**config.mk**
```make
export PLATFORM = sky130hd
export DESIGN_NAME = crf_core
export DESIGN_NICKNAME = d
export VERILOG_FILES = /design/src/rtl/crf_pkg.sv /design/src/rtl/crf_alu_if.sv /design/src/rtl/crf_alu.sv /design/src/rtl/crf_core.sv
export VERILOG_INCLUDE_DIRS = /design/src /design/src/rtl
export SDC_FILE = /design/constraint.sdc
export NUM_CORES = 1
export LEC_CHECK = 0
export BUFFER_PORTS_ARGS = -buffer_cell sky130_fd_sc_hd__buf_2
export CAP_MARGIN = 20
export CORE_ASPECT_RATIO = 1.1
export CORE_MARGIN = 5
export CORE_UTILIZATION = 45
export DETAILED_ROUTE_END_ITERATION = 6
export HOLD_SLACK_MARGIN = 0.12
export PLACE_DENSITY = 0.69
export RECOVER_POWER = 50
export SLEW_MARGIN = 10
export SYNTH_ARGS = -nofsm -noshare
export SYNTH_HDL_FRONTEND = slang
export SYNTH_HIERARCHICAL = 1
export SYNTH_SLANG_ARGS = --single-unit
```
**constraint.sdc**
```tcl
create_clock -name CORE_CLK_IN -period 7.99 [get_ports CORE_CLK_IN]
set_input_delay 1.598 -clock CORE_CLK_IN [delete_from_list [all_inputs] [get_ports CORE_CLK_IN]]
set_output_delay 1.598 -clock CORE_CLK_IN [all_outputs]
set_load 0.01 [all_outputs]
```
**src/rtl/crf_params.svh**
```systemverilog
// constants for the cpu register and addressing block
`ifndef CRF_PARAMS_SVH
`define CRF_PARAMS_SVH
`define CRF_SP_RESET      6'h3f
`define CRF_SP_UPPER      7'h03
`define CRF_FLAG_UPPER    3'h7
`define CRF_PC_RESET      13'h0000
`define CRF_MUL_CYCLES    4'hb
`define CRF_FLAG_H        4
`define CRF_FLAG_I        3
`define CRF_FLAG_N        2
`define CRF_FLAG_Z        1
`define CRF_FLAG_C        0
`define CRF_INT_BYTES     3'h5
`define CRF_CALL_BYTES    3'h2
`endif

```
**src/rtl/crf_pkg.sv**
```systemverilog
// types for the cpu register and addressing block
package crf_pkg;
  typedef enum logic [2:0] {
    CRF_MODE_INHERENT,
    CRF_MODE_IMMEDIATE,
    CRF_MODE_DIRECT,
    CRF_MODE_IDX0,
    CRF_MODE_IDX8,
    CRF_MODE_IDX16
  } crf_mode_t;
  typedef enum logic [3:0] {
    CRF_ALU_NONE,
    CRF_ALU_ADD,
    CRF_ALU_ADC,
    CRF_ALU_SUB,
    CRF_ALU_SBC,
    CRF_ALU_AND,
    CRF_ALU_OR,
    CRF_ALU_XOR,
    CRF_ALU_LOAD,
    CRF_ALU_SHL,
    CRF_ALU_SHR,
    CRF_ALU_ROL,
    CRF_ALU_ROR
  } crf_alu_t;
  typedef enum logic [1:0] {
    CRF_DST_A,
    CRF_DST_X,
    CRF_DST_NONE
  } crf_dst_t;
endpackage

```
**src/rtl/crf_alu_if.sv**
```systemverilog
// alu request and result bundle between top and alu
`timescale 1ns/1ps
`default_nettype none
interface crf_alu_if;
  crf_pkg::crf_alu_t op;
  logic [7:0]        lhs;
  logic [7:0]        rhs;
  logic              carry_in;
  logic [7:0]        result;
  logic              half_carry;
  logic              carry_out;
  modport core (output op, lhs, rhs, carry_in, input result, half_carry, carry_out);
  modport alu  (input op, lhs, rhs, carry_in, output result, half_carry, carry_out);
endinterface
`default_nettype wire

```
**src/rtl/crf_alu.sv**
```systemverilog
// combinational alu for add, subtract, logic and shifts
`timescale 1ns/1ps
`default_nettype none
module crf_alu (
  crf_alu_if.alu bus
);
  logic [8:0] sum;
  logic [4:0] low_sum;
  logic [7:0] addend;
  logic       cin;
  logic       is_sub;
  assign is_sub = (bus.op == crf_pkg::CRF_ALU_SUB) || (bus.op == crf_pkg::CRF_ALU_SBC);
  // subtract as addition of the negated operand
  assign addend = is_sub ? ~bus.rhs : bus.rhs;
  assign cin = (bus.op == crf_pkg::CRF_ALU_ADC) ? bus.carry_in :
               (bus.op == crf_pkg::CRF_ALU_SUB) ? 1'b1 :
               (bus.op == crf_pkg::CRF_ALU_SBC) ? ~bus.carry_in : 1'b0;
  assign sum = {1'b0, bus.lhs} + {1'b0, addend} + {8'h00, cin};
  assign low_sum = {1'b0, bus.lhs[3:0]} + {1'b0, addend[3:0]} + {4'h0, cin};
  always_comb begin
    bus.result = bus.lhs;
    bus.carry_out = bus.carry_in;
    bus.half_carry = low_sum[4];
    case (bus.op)
      crf_pkg::CRF_ALU_ADD, crf_pkg::CRF_ALU_ADC: begin
        bus.result = sum[7:0];
        bus.carry_out = sum[8];
      end
      crf_pkg::CRF_ALU_SUB, crf_pkg::CRF_ALU_SBC: begin
        bus.result = sum[7:0];
        bus.carry_out = ~sum[8];
      end
      crf_pkg::CRF_ALU_AND: bus.result = bus.lhs & bus.rhs;
      crf_pkg::CRF_ALU_OR: bus.result = bus.lhs | bus.rhs;
      crf_pkg::CRF_ALU_XOR: bus.result = bus.lhs ^ bus.rhs;
      crf_pkg::CRF_ALU_LOAD: bus.result = bus.rhs;
      crf_pkg::CRF_ALU_SHL: begin
        bus.result = {bus.lhs[6:0], 1'b0};
        bus.carry_out = bus.lhs[7];
      end
      crf_pkg::CRF_ALU_SHR: begin
        bus.result = {1'b0, bus.lhs[7:1]};
        bus.carry_out = bus.lhs[0];
      end
      crf_pkg::CRF_ALU_ROL: begin
        bus.result = {bus.lhs[6:0], bus.carry_in};
        bus.carry_out = bus.lhs[7];
      end
      crf_pkg::CRF_ALU_ROR: begin
        bus.result = {bus.carry_in, bus.lhs[7:1]};
        bus.carry_out = bus.lhs[0];
      end
      default: bus.result = bus.lhs;
    endcase
  end
endmodule // crf_alu
`default_nettype wire

```
**src/rtl/crf_core.sv**
```systemverilog
// cpu programming model: registers, stack, flags, multiply, address forming
//////////////////////////////////////////////////////////////////////////////
//////////////////////////////////////////////////////////////////////////////
`timescale 1ns/1ps
`default_nettype none
`include "crf_params.svh"
module crf_core (
  input  wire logic                CORE_CLK_IN,
  input  wire logic                RST_B_IN,
  input  wire logic                FETCH_IN,
  input  wire logic                JUMP_IN,
  input  wire logic [12:0]         JUMP_TARGET_IN,
  input  wire logic                BRANCH_IN,
  input  wire logic                BRANCH_TAKEN_IN,
  input  wire logic [7:0]          BRANCH_OFFSET_IN,
  input  wire crf_pkg::crf_mode_t  MODE_IN,
  input  wire logic [7:0]          OPERAND1_IN,
  input  wire logic [7:0]          OPERAND2_IN,
  input  wire logic                ALU_GO_IN,
  input  wire crf_pkg::crf_alu_t   ALU_OP_IN,
  input  wire crf_pkg::crf_dst_t   ALU_DST_IN,
  input  wire logic [7:0]          ALU_DATA_IN,
  input  wire logic                BIT_TEST_IN,
  input  wire logic                BIT_VALUE_IN,
  input  wire logic                SET_MASK_IN,
  input  wire logic                CLEAR_MASK_IN,
  input  wire logic                SET_CARRY_IN,
  input  wire logic                CLEAR_CARRY_IN,
  input  wire logic                PUSH_IN,
  input  wire logic [7:0]          PUSH_DATA_IN,
  input  wire logic                PULL_IN,
  input  wire logic                STACK_REINIT_OP_IN,
  input  wire logic                CALL_IN,
  input  wire logic                PRODUCT_OP_IN,
  input  wire logic                IRQ_IN,
  input  wire logic                INTERRUPT_RETURN_OP_IN,
  input  wire logic [7:0]          PULL_DATA_IN,
  output logic [7:0]               ACCUMULATOR_OUT,
  output logic [7:0]               INDEX_OUT,
  output logic [15:0]              STACK_ADDR_OUT,
  output logic [15:0]              INSTRUCTION_POINTER_OUT,
  output logic [7:0]               FLAG_REGISTER_OUT,
  output logic [15:0]              OPERAND_ADDR_OUT,
  output logic                     ADDR_VALID_OUT,
  output logic [1:0]               INSTR_LENGTH_OUT,
  output logic                     INT_PENDING_OUT,
  output logic                     INT_TAKE_OUT,
  output logic [7:0]               STACK_WDATA_OUT,
  output logic                     STACK_WRITE_OUT,
  output logic                     BUSY_OUT
);
  typedef enum logic [2:0] {
    CRF_IDLE,
    CRF_INT_STACK,
    CRF_RET_PULL,
    CRF_CALL_STACK,
    CRF_MUL_RUN
  } crf_state_t;

  //////////////////////////////////////////////////////////////////////////////
  // registers
  // eight-bit working registers
  logic [7:0]  accumulator;
  logic [7:0]  index_reg;
  logic [5:0]  stack_pointer;
  logic [12:0] instruction_pointer;
  logic [4:0]  flag_register;
  logic        int_latched;
  crf_state_t  state;
  logic [2:0]  step;
  logic [3:0]  mul_count;
  logic [7:0]  mul_mplier;
  logic [7:0]  frame_byte;

  //////////////////////////////////////////////////////////////////////////////
  // address forming
  // index with zero high byte
  wire [15:0] idx0_addr = {8'h00, index_reg};
  wire [15:0] idx8_addr = {8'h00, index_reg} + {8'h00, OPERAND1_IN};
  wire [15:0] idx16_addr = {OPERAND1_IN, OPERAND2_IN} + {8'h00, index_reg};
  wire [15:0] direct_addr = {8'h00, OPERAND1_IN};
  logic [15:0] next_operand_addr;
  logic        next_addr_valid;
  logic [1:0]  next_length;
  always_comb begin
    next_operand_addr = 16'h0000;
    next_addr_valid = 1'b0;
    next_length = 2'h1;
    case (MODE_IN)
      crf_pkg::CRF_MODE_INHERENT: next_length = 2'h1;
      crf_pkg::CRF_MODE_IMMEDIATE: next_length = 2'h2;
      crf_pkg::CRF_MODE_DIRECT: begin
        next_operand_addr = direct_addr;
        next_addr_valid = 1'b1;
        next_length = BIT_TEST_IN ? 2'h3 : 2'h2;
      end
      crf_pkg::CRF_MODE_IDX0: begin
        next_operand_addr = idx0_addr;
        next_addr_valid = 1'b1;
        next_length = 2'h1;
      end
      crf_pkg::CRF_MODE_IDX8: begin
        next_operand_addr = idx8_addr;
        next_addr_valid = 1'b1;
        next_length = 2'h2;
      end
      crf_pkg::CRF_MODE_IDX16: begin
        next_operand_addr = idx16_addr;
        next_addr_valid = 1'b1;
        next_length = 2'h3;
      end
      default: next_length = 2'h1;
    endcase
  end

  //////////////////////////////////////////////////////////////////////////////
  // alu
  crf_alu_if alu_bus ();
  crf_alu u_alu (
    .bus (alu_bus)
  );
  wire [7:0] alu_lhs = (ALU_DST_IN == crf_pkg::CRF_DST_X) ? index_reg : accumulator;
  assign alu_bus.op = ALU_OP_IN;
  assign alu_bus.lhs = alu_lhs;
  assign alu_bus.rhs = ALU_DATA_IN;
  assign alu_bus.carry_in = flag_register[`CRF_FLAG_C];
  wire alu_is_add = (ALU_OP_IN == crf_pkg::CRF_ALU_ADD) || (ALU_OP_IN == crf_pkg::CRF_ALU_ADC);
  wire alu_carry_op = (ALU_OP_IN != crf_pkg::CRF_ALU_AND) && (ALU_OP_IN != crf_pkg::CRF_ALU_OR) &&
                      (ALU_OP_IN != crf_pkg::CRF_ALU_XOR) && (ALU_OP_IN != crf_pkg::CRF_ALU_LOAD);

  //////////////////////////////////////////////////////////////////////////////
  // interrupt decision
  // mask blocks service
  wire int_take = int_latched && !flag_register[`CRF_FLAG_I] && (state == CRF_IDLE);
  always_comb begin
    frame_byte = instruction_pointer[7:0];
    case (step)
      3'h0: frame_byte = instruction_pointer[7:0];
      3'h1: frame_byte = {3'h0, instruction_pointer[12:8]};
      3'h2: frame_byte = index_reg;
      3'h3: frame_byte = accumulator;
      3'h4: frame_byte = {`CRF_FLAG_UPPER, flag_register};
      default: frame_byte = 8'h00;
    endcase
  end
  wire stacking = (state == CRF_INT_STACK) || (state == CRF_CALL_STACK);
  wire pushing = stacking || (PUSH_IN && state == CRF_IDLE);
  wire pulling = (state == CRF_RET_PULL) || (PULL_IN && state == CRF_IDLE);
  wire [7:0] push_byte = stacking ? frame_byte : PUSH_DATA_IN;
  wire [12:0] branch_target = instruction_pointer + {{5{BRANCH_OFFSET_IN[7]}}, BRANCH_OFFSET_IN};

  //////////////////////////////////////////////////////////////////////////////
  // sequencing and stack
  always_ff @(posedge CORE_CLK_IN or negedge RST_B_IN) begin
    if (!RST_B_IN) begin
      state <= CRF_IDLE;
      step <= 3'h0;
      stack_pointer <= `CRF_SP_RESET;
      int_latched <= 1'b0;
      mul_count <= 4'h0;
      mul_mplier <= 8'h00;
    end else begin
      // request held while masked; new arrival beats clear
      if (IRQ_IN) begin
        int_latched <= 1'b1;
      end else if (int_take) begin
        int_latched <= 1'b0;
      end
      // post-decrement push, pre-increment pull; six bits wrap
      if (STACK_REINIT_OP_IN && state == CRF_IDLE) begin
        stack_pointer <= `CRF_SP_RESET;
      end else if (pushing) begin
        stack_pointer <= stack_pointer - 6'h01;
      end else if (pulling) begin
        stack_pointer <= stack_pointer + 6'h01;
      end
      case (state)
        CRF_IDLE: begin
          step <= 3'h0;
          if (int_take) begin
            state <= CRF_INT_STACK;
          end else if (INTERRUPT_RETURN_OP_IN) begin
            state <= CRF_RET_PULL;
          end else if (CALL_IN) begin
            state <= CRF_CALL_STACK;
          end else if (PRODUCT_OP_IN) begin
            state <= CRF_MUL_RUN;
            mul_count <= `CRF_MUL_CYCLES - 4'h1;
            mul_mplier <= index_reg;
          end
        end
        CRF_INT_STACK: begin
          step <= step + 3'h1;
          if (step == `CRF_INT_BYTES - 3'h1) begin
            state <= CRF_IDLE;
          end
        end
        CRF_CALL_STACK: begin
          step <= step + 3'h1;
          if (step == `CRF_CALL_BYTES - 3'h1) begin
            state <= CRF_IDLE;
          end
        end
        CRF_RET_PULL: begin
          step <= step + 3'h1;
          if (step == `CRF_INT_BYTES - 3'h1) begin
            state <= CRF_IDLE;
          end
        end
        CRF_MUL_RUN: begin
          mul_count <= mul_count - 4'h1;
          mul_mplier <= mul_mplier >> 1;
          if (mul_count == 4'h0) begin
            state <= CRF_IDLE;
          end
        end
        default: state <= CRF_IDLE;
      endcase
    end
  end

  // shift the multiplicand alongside the multiplier
  logic [15:0] mcand_wide;
  always_ff @(posedge CORE_CLK_IN or negedge RST_B_IN) begin
    if (!RST_B_IN) begin
      mcand_wide <= 16'h0000;
    end else if (state == CRF_IDLE && PRODUCT_OP_IN) begin
      mcand_wide <= {8'h00, accumulator};
    end else if (state == CRF_MUL_RUN) begin
      mcand_wide <= {mcand_wide[14:0], 1'b0};
    end
  end
  wire [15:0] mul_partial = mul_mplier[0] ? mcand_wide : 16'h0000;
  logic [15:0] product;
  always_ff @(posedge CORE_CLK_IN or negedge RST_B_IN) begin
    if (!RST_B_IN) begin
      product <= 16'h0000;
    end else if (state == CRF_IDLE && PRODUCT_OP_IN) begin
      product <= 16'h0000;
    end else if (state == CRF_MUL_RUN) begin
      product <= product + mul_partial;
    end
  end
  wire mul_done = (state == CRF_MUL_RUN) && (mul_count == 4'h0);
  wire [15:0] product_final = product + mul_partial;

  //////////////////////////////////////////////////////////////////////////////
  // instruction pointer
  always_ff @(posedge CORE_CLK_IN or negedge RST_B_IN) begin
    if (!RST_B_IN) begin
      instruction_pointer <= `CRF_PC_RESET;
    end else if (state == CRF_RET_PULL && step == 3'h3) begin
      instruction_pointer[12:8] <= PULL_DATA_IN[4:0];
    end else if (state == CRF_RET_PULL && step == 3'h4) begin
      instruction_pointer[7:0] <= PULL_DATA_IN;
    end else if (JUMP_IN && state == CRF_IDLE) begin
      instruction_pointer <= JUMP_TARGET_IN;
    end else if (BRANCH_IN && BRANCH_TAKEN_IN && state == CRF_IDLE) begin
      instruction_pointer <= branch_target;
    end else if (FETCH_IN && state == CRF_IDLE) begin
      instruction_pointer <= instruction_pointer + 13'h0001;
    end
  end

  //////////////////////////////////////////////////////////////////////////////
  // working registers and flags
  wire alu_write = ALU_GO_IN && state == CRF_IDLE;
  always_ff @(posedge CORE_CLK_IN or negedge RST_B_IN) begin
    if (!RST_B_IN) begin
      accumulator <= 8'h00;
      index_reg <= 8'h00;
      flag_register <= 5'h08;
    end else if (state == CRF_RET_PULL) begin
      if (step == 3'h0) flag_register <= PULL_DATA_IN[4:0];
      if (step == 3'h1) accumulator <= PULL_DATA_IN;
      if (step == 3'h2) index_reg <= PULL_DATA_IN;
    end else if (state == CRF_INT_STACK) begin
      if (step == `CRF_INT_BYTES - 3'h1) flag_register[`CRF_FLAG_I] <= 1'b1;
    end else if (mul_done) begin
      // high to index, low to accumulator
      index_reg <= product_final[15:8];
      accumulator <= product_final[7:0];
      flag_register[`CRF_FLAG_H] <= 1'b0;
      flag_register[`CRF_FLAG_C] <= 1'b0;
    end else if (state == CRF_IDLE) begin
      if (alu_write) begin
        if (ALU_DST_IN == crf_pkg::CRF_DST_A) accumulator <= alu_bus.result;
        if (ALU_DST_IN == crf_pkg::CRF_DST_X) index_reg <= alu_bus.result;
        flag_register[`CRF_FLAG_N] <= alu_bus.result[7];
        flag_register[`CRF_FLAG_Z] <= (alu_bus.result == 8'h00);
        if (alu_is_add) flag_register[`CRF_FLAG_H] <= alu_bus.half_carry;
        if (alu_carry_op) flag_register[`CRF_FLAG_C] <= alu_bus.carry_out;
      end else if (BIT_TEST_IN) begin
        flag_register[`CRF_FLAG_C] <= BIT_VALUE_IN;
      end else if (SET_CARRY_IN) begin
        flag_register[`CRF_FLAG_C] <= 1'b1;
      end else if (CLEAR_CARRY_IN) begin
        flag_register[`CRF_FLAG_C] <= 1'b0;
      end
      if (SET_MASK_IN) begin
        flag_register[`CRF_FLAG_I] <= 1'b1;
      end else if (CLEAR_MASK_IN) begin
        flag_register[`CRF_FLAG_I] <= 1'b0;
      end
    end
  end

  //////////////////////////////////////////////////////////////////////////////
  // outputs; stack address taken after pull increment is applied
  wire [5:0] pull_slot = stack_pointer + 6'h01;
  always_ff @(posedge CORE_CLK_IN or negedge RST_B_IN) begin
    if (!RST_B_IN) begin
      OPERAND_ADDR_OUT <= 16'h0000;
      ADDR_VALID_OUT <= 1'b0;
      INSTR_LENGTH_OUT <= 2'h1;
      STACK_WDATA_OUT <= 8'h00;
      STACK_WRITE_OUT <= 1'b0;
    end else begin
      OPERAND_ADDR_OUT <= next_operand_addr;
      ADDR_VALID_OUT <= next_addr_valid;
      INSTR_LENGTH_OUT <= next_length;
      STACK_WDATA_OUT <= push_byte;
      STACK_WRITE_OUT <= pushing;
    end
  end
  assign STACK_ADDR_OUT = {3'h0, `CRF_SP_UPPER, (pulling ? pull_slot : stack_pointer)};
  assign INSTRUCTION_POINTER_OUT = {3'h0, instruction_pointer};
  assign FLAG_REGISTER_OUT = {`CRF_FLAG_UPPER, flag_register};
  assign ACCUMULATOR_OUT = accumulator;
  assign INDEX_OUT = index_reg;
  assign INT_PENDING_OUT = int_latched;
  assign INT_TAKE_OUT = int_take;
  assign BUSY_OUT = (state != CRF_IDLE);
endmodule // crf_core
`default_nettype wire

```
==> results of run 1 <==
==> stage by stage <==
stage / cell area (um2) / util / setup slack [ns]
floorplan: 9632 / - / 3.541
global placement: 10490 / 0.4956 / 2.748
detailed placement: 10490 / 0.4956 / 2.667
CTS: 11060 / 0.5226 / 3.112
global route: 10980 / 0.5187 / 2.820
finish: 10980 / 0.5188 / 3.060
==> area by class of cell <==
type                       instances  area (um2)  share of cell area
tap                              290       362.8             0.03305
clock buffer                      17       425.4             0.03875
timing repair buffer             164       759.5             0.06918
multi-input combinational        939        6111              0.5566
sequential                       119        2988              0.2722
antenna                            2       5.005           0.0004559
clock inverter                    15       146.4             0.01333
inverter                          48       180.2             0.01641
==> state kept, by name, summed over array words and instances (netlist names), 5 cells and up <==
name / count
ACCUMULATOR_OUT: 8
INDEX_OUT: 8
OPERAND_ADDR_OUT: 16
STACK_WDATA_OUT: 8
flag_register: 5
instruction_pointer: 13
mcand_wide: 16
mul_mplier: 8
product: 16
stack_pointer: 6
==> worst max-delay path, stage by stage <==
cell,delay (ns)
buf_2,0.47
nand2_1,0.18
or2_1,0.27
a21oi_4,0.32
xnor2_1,0.14
fa_1,0.45
a211oi_1,0.34
nor3_1,0.11
a211oi_1,0.28
xor2_1,0.11
o22ai_1,0.33
inv_1,0.10
mux2_2,0.27
a221oi_1,0.27
==> metal layers <==
| layer | GRT usage | vias to the layer above | part of all wire |
|---|---|---|---|
| met1 | 0.3188 | 4320 | 0.43 |
| met2 | 0.3869 | 377 | 0.47 |
| met4 | 0.07990 | 0 | 0.027 |
| met3 | 0.03246 | 60 | 0.066 |
| li1 | - | 4395 | - |
| met5 | 0 | - | 0 |
==> logic make-up (layout without fill, tap and decap cells) <==
| kind of cell | count (synthesis) | after routing |
|---|---|---|
| buf+inv | 118 | 244 |
| simple gates | 399 | 399 |
| other cells | 2 | 18 |
| fa+ha+maj | 77 | 77 |
| flops | 119 | 119 |
| xor+xnor | 70 | 70 |
| compound gates | 330 | 330 |
| mux | 47 | 47 |
==> power by group through the flow <==
stage	logic [mW]	clock network (mW)	registers, mW
5_1_grt	2.23	0.785	1.18
3_5_place_dp	2.00	0	1.15
4_1_cts	2.01	0.752	1.14
2_1_floorplan	1.42	0	1.06
3_3_place_gp	1.97	0	1.15
6_report	1.99	0.742	1.16
==> worst min path at each step <==
stage                                 to  slack [ns]  cells after the start
5_1_grt        mcand_wide[8]$_DFFE_PN0P_        0.52                      2
6_report       mul_mplier[6]$_DFFE_PN0P_        0.49                      2
3_5_place_dp   mul_mplier[6]$_DFFE_PN0P_        0.47                      2
2_1_floorplan  mul_mplier[6]$_DFFE_PN0P_        0.45                      2
4_1_cts        mul_mplier[6]$_DFFE_PN0P_        0.49                      2
3_3_place_gp   mul_mplier[6]$_DFFE_PN0P_        0.46                      2
==> synthesized netlist by cell type (9+ instances only) <==
cell      instances  area [um2]
o22ai_1          13       81.33
ha_1             70       875.8
mux2i_1          27       270.3
nor3_1           23       115.1
inv_1            46       172.7
a22oi_1          17       127.6
nor2b_1          17       106.4
xnor2_1          45       394.1
a31oi_1           9       56.30
xor2_1           25       219.0
a21o_1           13       97.59
and2_1           28       175.2
buf_2            12       60.06
nor2_1           73       274.0
nand3_1          56       280.3
a211oi_1         11       82.58
o21ai_0         107       535.5
a21oi_1          78       390.4
dfrtp_1         111        2778
buf_4            17       127.6
nand2b_1         11       68.82
a222oi_1         10       100.1
o21bai_1         14       105.1
nand2_1         152       570.6
and3_1           10       62.56
mux2_2           20       225.2
clkbuf_1         37       138.9
==> results.md, run 1 <==
* Status: complete, but fails checks
* Failing checks: max-capacitance violations, max-slew violations
* Share of cells above drive strength 1 at 0.1336
* RSZ-0062 raised after global routing: no
* Final Hold Vio Count at 0
* Drc violations at 0
* TritonCTS clock tree: yes
* Initial core utilization at 0.4527
* Main combinational cell family by area after synthesis: compound AO/OA/AOI/OAI gates
* Period Utilization, post-route at 0.6170
* Min-Delay Path Class: register to register
* Root buf cell: clkbuf_16
* Clock latency on the worst-skew pair at about 0.42 ns
* Port bufs at between 150 and 200
* Ys Warns at 6
* Syn avg cell area at 8.244 um2
* Initial DRT Pass Iterations at 6
* Kind of critical path: primary input to register
* Power Dens Cells at between 300 and 400 nW/um2
* Vias after detailed routing at about 9000
* Crit start category: primary input
* Primary FF master, synth: dfrtp_1
* Critical register-to-register path startpoint: state[1]$_DFFE_PN0P_
* Initial antenna violation count at 1
* CP required at a little over 8 ns
* Layout Nets at 1455
* Post-cts sizing count at 0
* Pin count of the biggest net entering global routing at between 70 and 80
* RePlAce Congestion at around 0.96
* # fillers at 2071
* Worst-path maximum fanout at 37
* TritonCTS Buffers at 17
* Die area at around 24000 um2
* Most common cell after layout, fill and taps aside: nand2_1
* Post-Synthesis Cells at around 1200
* Most frequent cells in the layout: nand2_1 (152), dfrtp_1 (111), o21ai_0 (107), buf_2 (103), a21oi_1 (78)
* Sequential share of power at 0.297
* Crit end category: register
* Crit path to: ACCUMULATOR_OUT[7]$_DFFE_PN0P_
* Crit path time final at between 4 and 5 ns
* Clock buffer depth at 2
* Final setup vio count at 0
* FFs w/ async S/R, synth at 1.000
* Final ANT Viol Nets at 0
* Max_cap viols at 2
* Slew @ Worst Pin at ~2.4 ns
* Sw Share at 0.4709
* Rows at 56
* Power Internal at around 2 mW
* Postcts setup bufs at 0
* Placeable Area at around 21000 um2
* Switching Power at 1.831 mW
* All-Layer GR Usage at 0.2350
* Dpl hpwl at roughly 22000 um
* Worst IR Drop VDD at ~0.17 mV
* Hold path start: mul_mplier[7]$_DFFE_PN0P_
* Peak Freq at 0.2028 GHz
* Vias in the first global route at about 8600
* Via/cell ratio at approximately 5.7
* XOR/XNOR Fraction of Synth Area at 0.06400
* Worst hold slack at a little under 0.5 ns
* Post-synthesis simple-gate area fraction at 0.1942
* First-pass GRT wire length at 45760 um
* Multiplexer share of the synthesized area at 0.05172
* Layout Cells excl Fill at ~1600
* Synth unique cells at 67
* Clock Sinks at roughly 120
* Clock Power Share at 0.191
* CP startpoint: ALU_OP_IN[0]
* Compound-Gate Fraction of Synth Area at 0.2179
* Setup TNS Final at 0 ns
* H-tree levels at 4
* Fin. max-slew vios at 57
* IO Count at between 150 and 200
* P&R area growth vs syn at 14.60%
* R2R Setup Slk at around 3.3 ns
* Synth Area in Adders at 0.1050
* Routed wire length at approximately 30000 um
* Placed Cells at roughly 1600
* Seq cells post-synth at 119
* Clk_skew at roughly 0.0083 ns
* WL per Instance at 18.30 um
* Chip width at 149.1 um
* Post-synthesis sequential area ratio at 0.3119
* Number of synthesized flops with an enable pin at 0
* First DRT Iteration DRCs at between 800 and 900
* Clock transition at the registers of the reported paths at roughly 0.06 ns
* R2r worst-path depth at 12
* Max-slew headroom at -0.5838
* Post-Synthesis Cell Area at around 9600 um2
* Arrival time at the worst endpoint at ~5.3 ns
* Leak pwr at 5.022 nW
* Gate power share at 0.512
* Post-CTS Hold Fix Bufs at 0
* Reg2reg end: instruction_pointer[10]$_DFFE_PN0P_
* Total Power at about 3.9 mW
* GRT overflow at 0
* Die Y at between 150 and 200 um
Power figures use the tool's default switching activity.
==> run 2, diff against run 1 <==
clock period = 4.8 ns   (was 7.99 ns; I/O delays follow)
==> results.md, run 2 (synthesized netlist as in run 1, its figures left out) <==
* Drc violations at 0 (unchanged)
* Leak pwr at 5.178 nW (was 5.022 nW)
* Clk_skew at 0.007224 ns (was 0.008334 ns)
* Clock buffer depth at 2 (unchanged)
* H-tree levels at 4 (unchanged)
* Initial antenna violation count at 0 (was 1)
* Root buf cell: clkbuf_16 (unchanged)
* Layout Nets at 1465 (was 1455)
* Failing checks: max-capacitance violations, max-slew violations (unchanged)
* Worst hold slack at 0.4806 ns (was 0.4870 ns)
* # diodes at 0 (was 2)
* Met1 usage at 0.3197 (was 0.3188)
* P&R area growth vs syn at 15.88% (was 14.60%)
* CP startpoint: state[1]$_DFFE_PN0P_ (was ALU_OP_IN[0])
* Postcts setup bufs at 0 (unchanged)
* Post-cts sizing count at 0 (unchanged)
* Register area at 2988 um2 (unchanged)
* Clock Sinks at 119 (unchanged)
* Fin. max-slew vios at 42 (was 57)
* Chip width at 149.1 um (unchanged)
* Share of cells above drive strength 1 at 0.1639 (was 0.1336)
* Most frequent cells in the layout: nand2_1 (152), buf_2 (132), dfrtp_1 (111), o21ai_0 (107), a21oi_1 (78) (was nand2_1 (152), dfrtp_1 (111), o21ai_0 (107), buf_2 (103), a21oi_1 (78))
* Area of the multi-input gates at 6111 um2 (unchanged)
* Port bufs at 160 (unchanged)
* First-pass GRT wire length at 47380 um (was 45760 um)
* Peak Freq at 0.2474 GHz
* # fillers at 2032 (was 2071)
* Routed wire length at 29890 um (was 29170 um)
* Max_cap viols at 1 (was 2)
* Initial DRT Pass Iterations at 7 (was 6)
* Crit start category: register (was primary input)
* GRT overflow at 0 (unchanged)
* RSZ-0062 raised after global routing: no (unchanged)
* TritonCTS clock tree: yes (unchanged)
* Setup TNS Final at 0 ns (unchanged)
* Via/cell ratio at 5.760 (was 5.742)
* TritonCTS Buffers at 17 (unchanged)
* Slew @ Worst Pin at 2.216 ns (was 2.376 ns)
* Final setup vio count at 0 (unchanged)
* Initial core utilization at 0.4527 (unchanged)
* Crit path time final at between 4 and 5 ns
* Most common cell after layout, fill and taps aside: nand2_1 (unchanged)
* Vias after detailed routing at 9227 (was 9152)
* Min-Delay Path Class: register to register (unchanged)
* Hold path start: mul_mplier[3]$_DFFE_PN0P_ (was mul_mplier[7]$_DFFE_PN0P_)
* Clock transition at the registers of the reported paths at 0.06 ns (about the same)
* Placeable Area at 21160 um2 (unchanged)
* All-Layer GR Usage at 0.2422 (was 0.2350)
* Die area at 24310 um2 (unchanged)
* Critical register-to-register path startpoint: state[1]$_DFFE_PN0P_ (unchanged)
* Pin count of the biggest net entering global routing at 43 (was 75)
* Final core occ at 0.5246 (was 0.5188)
* Vias in the first global route at 8885 (was 8604)
* IO Count at 177 (unchanged)
* WL per Instance at 18.66 um (was 18.30 um)
* CP required at 5.16 ns (was 8.31 ns)
* Kind of critical path: register to register (was primary input to register)
* Period Utilization, post-route at 0.8420
* RePlAce Congestion at 0.9238 (was 0.9595)
* Worst IR Drop VDD at 0.3095 mV (was 0.1701 mV)
* Largest regs: OPERAND_ADDR_OUT: 16 flops, mcand_wide: 16 flops, product: 16 flops (unchanged)
* Final Hold Vio Count at 0 (unchanged)
* Crit end category: register (unchanged)
* Die Y at 163.0 um (unchanged)
* Post-CTS Hold Fix Bufs at 0 (unchanged)
* Max-slew headroom at -0.4774 (was -0.5838)
* Clock latency on the worst-skew pair at 0.42 ns (about the same)
* Routing usage on met2 at 0.3949 (was 0.3869)
* Rows at 56 (unchanged)
* Final ANT Viol Nets at 0 (unchanged)
* Power Dens Cells at 593.5 nW/um2 (was 354.3 nW/um2)
* Arrival time at the worst endpoint at 4.40 ns (was 5.25 ns)
* Gr busiest metal: met2 (unchanged)
* Status: complete, but fails checks (unchanged)
* First DRT Iteration DRCs at 783 (was 839)
* Dpl hpwl at 22870 um (was 22090 um)
* Grt met3 use at 0.04329 (was 0.03246)
* Worst-path maximum fanout at 14 (was 37)
==> run 2: cell type report <==
type	instances	area share
Multi-Input combinational cell	939	0.5505
Clock buffer	17	0.03832
Inverter	48	0.01623
Sequential cell	119	0.2692
Clock inverter	15	0.01510
Tap cell	290	0.03269
Timing Repair Buffer	174	0.07800
==> run 2: critical path, cell delays in order (launching register included) <==
cell,delay [ns]
dfrtp_1,0.56
nor3_1,0.57
and3_1,0.37
nand2b_1,0.10
ha_1,0.21
fa_1,0.41
a21o_1,0.18
a21oi_1,0.32
nor2_1,0.08
o221ai_1,0.40
mux2_2,0.40
or3_1,0.30
nand3_1,0.09
==> run 2: through the flow <==
stage	cell area, um2	total power, mW	setup WS (ns)	instances
5_1_grt	11100	7.090	0.5939	1602
6_report	11100	6.589	0.7582	1602
3_5_place_dp	10560	5.267	0.5290	1570
2_1_floorplan	9632	4.123	0.9886	1176
4_1_cts	11150	6.586	0.9547	1602
3_3_place_gp	10560	5.223	0.5713	1570
==> run 2: layer usage <==
metal	share of wire	vias to the layer above
li1	-	4402
met1	0.42	4359
met2	0.47	401
met3	0.077	65
met4	0.037	0
met5	0	-
==> run 2: path summary, 6_finish.rpt <==
| kind | slack (ns) | to | cells past startpoint |
|---|---|---|---|
| max | 0.76 | instruction_pointer[10]$_DFFE_PN0P_ | 12 |
| min | 0.48 | mul_mplier[2]$_DFFE_PN0P_ | 2 |
| max reg2reg | 0.76 | instruction_pointer[10]$_DFFE_PN0P_ | 12 |
| min reg2reg | 0.48 | mul_mplier[2]$_DFFE_PN0P_ | 2 |
| max in group asynchronous | 1.66 | ACCUMULATOR_OUT[2]$_DFFE_PN0P_ | 2 |
| min in group asynchronous | 1.19 | OPERAND_ADDR_OUT[15]$_DFF_PN0_ | 1 |
==> run 2: power breakdown <==
group	total [mW]	internal [mW]	switching, mW
Sequential	1.91	1.38	0.535
Combinational	3.38	1.37	2.01
Clock	1.29	0.776	0.517
Total	6.59	3.53	3.06
==> run 3, diff against run 2 <==
clock period = 4.1 ns   (was 4.8 ns; I/O delays follow)
==> results.md, run 3 (synthesized netlist as in run 1, its figures left out) <==
* Peak Freq at ~0.28 GHz
* Worst IR Drop VDD at 0.3496 mV (was 0.3095 mV)
* Postcts setup bufs at 0 (unchanged)
* Clock Sinks at 119 (unchanged)
* Initial core utilization at 0.4527 (unchanged)
* Routed length on met1 at 12550 um (was 12500 um)
* DR top layer: met4 (unchanged)
* Power Dens Cells at 696.4 nW/um2 (was 593.5 nW/um2)
* CP required at 4.42 ns (was 5.16 ns)
* Post-CTS Hold Fix Bufs at 0 (unchanged)
* Via/cell ratio at 5.809 (was 5.760)
* Period Utilization, post-route at 0.8574
* Die area at 24310 um2 (unchanged)
* GRT overflow at 0 (unchanged)
* Slew @ Worst Pin at 1.709 ns (was 2.216 ns)
* Largest regs: OPERAND_ADDR_OUT: 16 flops, mcand_wide: 16 flops, product: 16 flops (unchanged)
* Share of cells above drive strength 1 at 0.1704 (was 0.1639)
* Most common cell after layout, fill and taps aside: nand2_1 (unchanged)
* RSZ-0062 raised after global routing: no (unchanged)
* H-tree levels at 4 (unchanged)
* Final Hold Vio Count at 0 (unchanged)
* Final ANT Viol Nets at 0 (unchanged)
* Largest stage delay, worst path at 0.41 ns (was 0.57 ns)
* All-Layer GR Usage at 0.2433 (was 0.2422)
* Dpl hpwl at 23080 um (was 22870 um)
* Max-slew headroom at -0.1394 (was -0.4774)
* Cells along the critical path: buf_2, nand2b_1, buf_4, mux2_2, ha_1, a21o_1, a21o_1, a211oi_1, xor2_1, o22ai_1, inv_1, mux2_2, a221oi_1 (was nor3_1, and3_1, nand2b_1, ha_1, fa_1, a21o_1, a21oi_1, nor2_1, o221ai_1, mux2_2, or3_1, nand3_1)
* Setup TNS Final at 0 ns (unchanged)
* First DRT Iteration DRCs at 787 (was 783)
* TritonCTS Buffers at 17 (unchanged)
* Failing checks: design-rule violations, max-capacitance violations, max-slew violations (was max-capacitance violations, max-slew violations)
* Clk_skew at 0.01156 ns (was 0.007224 ns)
* Final setup margin at 0.5848 ns (was 0.7582 ns)
* Vias after detailed routing at 9387 (was 9227)
* Pin count of the biggest net entering global routing at 69 (was 43)
* Fin. max-slew vios at 69 (was 42)
* Initial antenna violation count at 0 (unchanged)
* Most frequent cells in the layout: nand2_1 (152), buf_2 (132), dfrtp_1 (111), o21ai_0 (107), a21oi_1 (78) (unchanged)
* Root buf cell: clkbuf_16 (unchanged)
* Die Y at 163.0 um (unchanged)
* R2R Setup Slk at 0.62 ns (was 0.76 ns)
* Status: complete, but fails checks (unchanged)
* Clock buffer depth at 2 (unchanged)
* Metal2 WL at 14360 um (was 13970 um)
* Crit start category: primary input (was register)
* DP Worst Slack at 0.2302 ns (was 0.5290 ns)
* Initial DRT Pass Iterations at 7 (unchanged)
* TritonCTS clock tree: yes (unchanged)
* Arrival time at the worst endpoint at 3.84 ns (was 4.40 ns)
* Drc violations at 7 (was 0)
* Layout Nets at 1479 (was 1465)
* IO Count at 177 (unchanged)
* Port bufs at 160 (unchanged)
* RePlAce Congestion at 0.9190 (was 0.9238)
* Post-cts sizing count at 0 (unchanged)
* Final setup vio count at 0 (unchanged)
* Slowest-stage cell, CP: mux2_2 (was nor3_1)
* Placeable Area at 21160 um2 (unchanged)
* Met3 Wirelength at 2167 um (was 2310 um)
* P&R area growth vs syn at 17.06% (was 15.88%)
* Kind of critical path: primary input to register (was register to register)
* Routed wire length at 30290 um (was 29890 um)
* Crit end category: register (unchanged)
* # fillers at 2042 (was 2032)
* Clock transition at the registers of the reported paths at 0.06 ns (about the same)
* Worst-path maximum fanout at 7 (was 14)
* Clock latency on the worst-skew pair at 0.43 ns (was 0.42 ns)
* Vias in the first global route at 8939 (was 8885)
* Chip width at 149.1 um (unchanged)
* Max_cap viols at 1 (unchanged)
* WL per Instance at 18.74 um (was 18.66 um)
* Min-Delay Path Class: register to register (unchanged)
* # diodes at 0 (unchanged)
* Rows at 56 (unchanged)
* Crit path time final at ~3.5 ns
* First-pass GRT wire length at 47240 um (was 47380 um)
* Leak pwr at 5.237 nW (was 5.178 nW)
==> run 3: cell count changes in the layout (fill, tap and decap cells not counted), sizes merged <==
cell | before | now
buf | 144 | 155
clkbuf | 47 | 51
inv | 55 | 54
==> run 3: final timing paths <==
path                                           start                                  end  depth (start not counted)
hold / removal             mul_mplier[6]$_DFFE_PN0P_            mul_mplier[5]$_DFFE_PN0P_                          2
min in group asynchronous                   RST_B_IN       OPERAND_ADDR_OUT[15]$_DFF_PN0_                          1
setup / recovery                       ALU_DST_IN[1]       ACCUMULATOR_OUT[7]$_DFFE_PN0P_                         13
hold reg to reg            mul_mplier[6]$_DFFE_PN0P_            mul_mplier[5]$_DFFE_PN0P_                          2
max in group asynchronous                   RST_B_IN             INDEX_OUT[0]$_DFFE_PN0P_                          2
setup reg to reg                state[1]$_DFFE_PN0P_  instruction_pointer[10]$_DFFE_PN0P_                         12
==> run 3: layout make-up <==
type                       instances  area (um2)  area share
sequential                       119        2988      0.2665
inverter                          48       180.2     0.01607
tap                              290       362.8     0.03236
multi-input combinational        939        6122      0.5460
clock inverter                    14       162.7     0.01451
timing repair buffer             188       958.4     0.08547
clock buffer                      18       439.2     0.03917
==> run 3: power breakdown <==
group	switching [mW]	internal (mW)
Clock	0.604	0.924
Sequential	0.607	1.61
Combinational	2.41	1.65
==> run 3: worst max-delay path, delay by kind of cell <==
family                     cells  cell delay (ns)
muxes                          2             0.68
adders and majority gates      1             0.39
AOI/OAI and AO/OA              5             1.21
xor gates and xnor gates       1             0.11
buffers and inverters          3             0.41
and+or+nand+nor                1             0.19
==> run 3: metal layers <==
metal | global-route usage | vias up
met3 | 0.03718 | 91
met1 | 0.3208 | 4431
li1 | - | 4434
met5 | 0 | -
met2 | 0.3945 | 431
met4 | 0.1119 | 0
==> run 3: through the flow <==
stage	utilization	total power [mW]	instance area, um2	instances	hold slack, ns
finish	0.5299	7.809	11210	1616	0.4857
global route	0.5299	8.370	11210	1616	0.5138
CTS	0.5325	7.806	11270	1616	0.4910
detailed placement	0.5041	6.236	10670	1584	0.4775
global placement	0.5041	6.173	10670	1584	0.4610
floorplan	-	4.827	9632	1176	0.4495
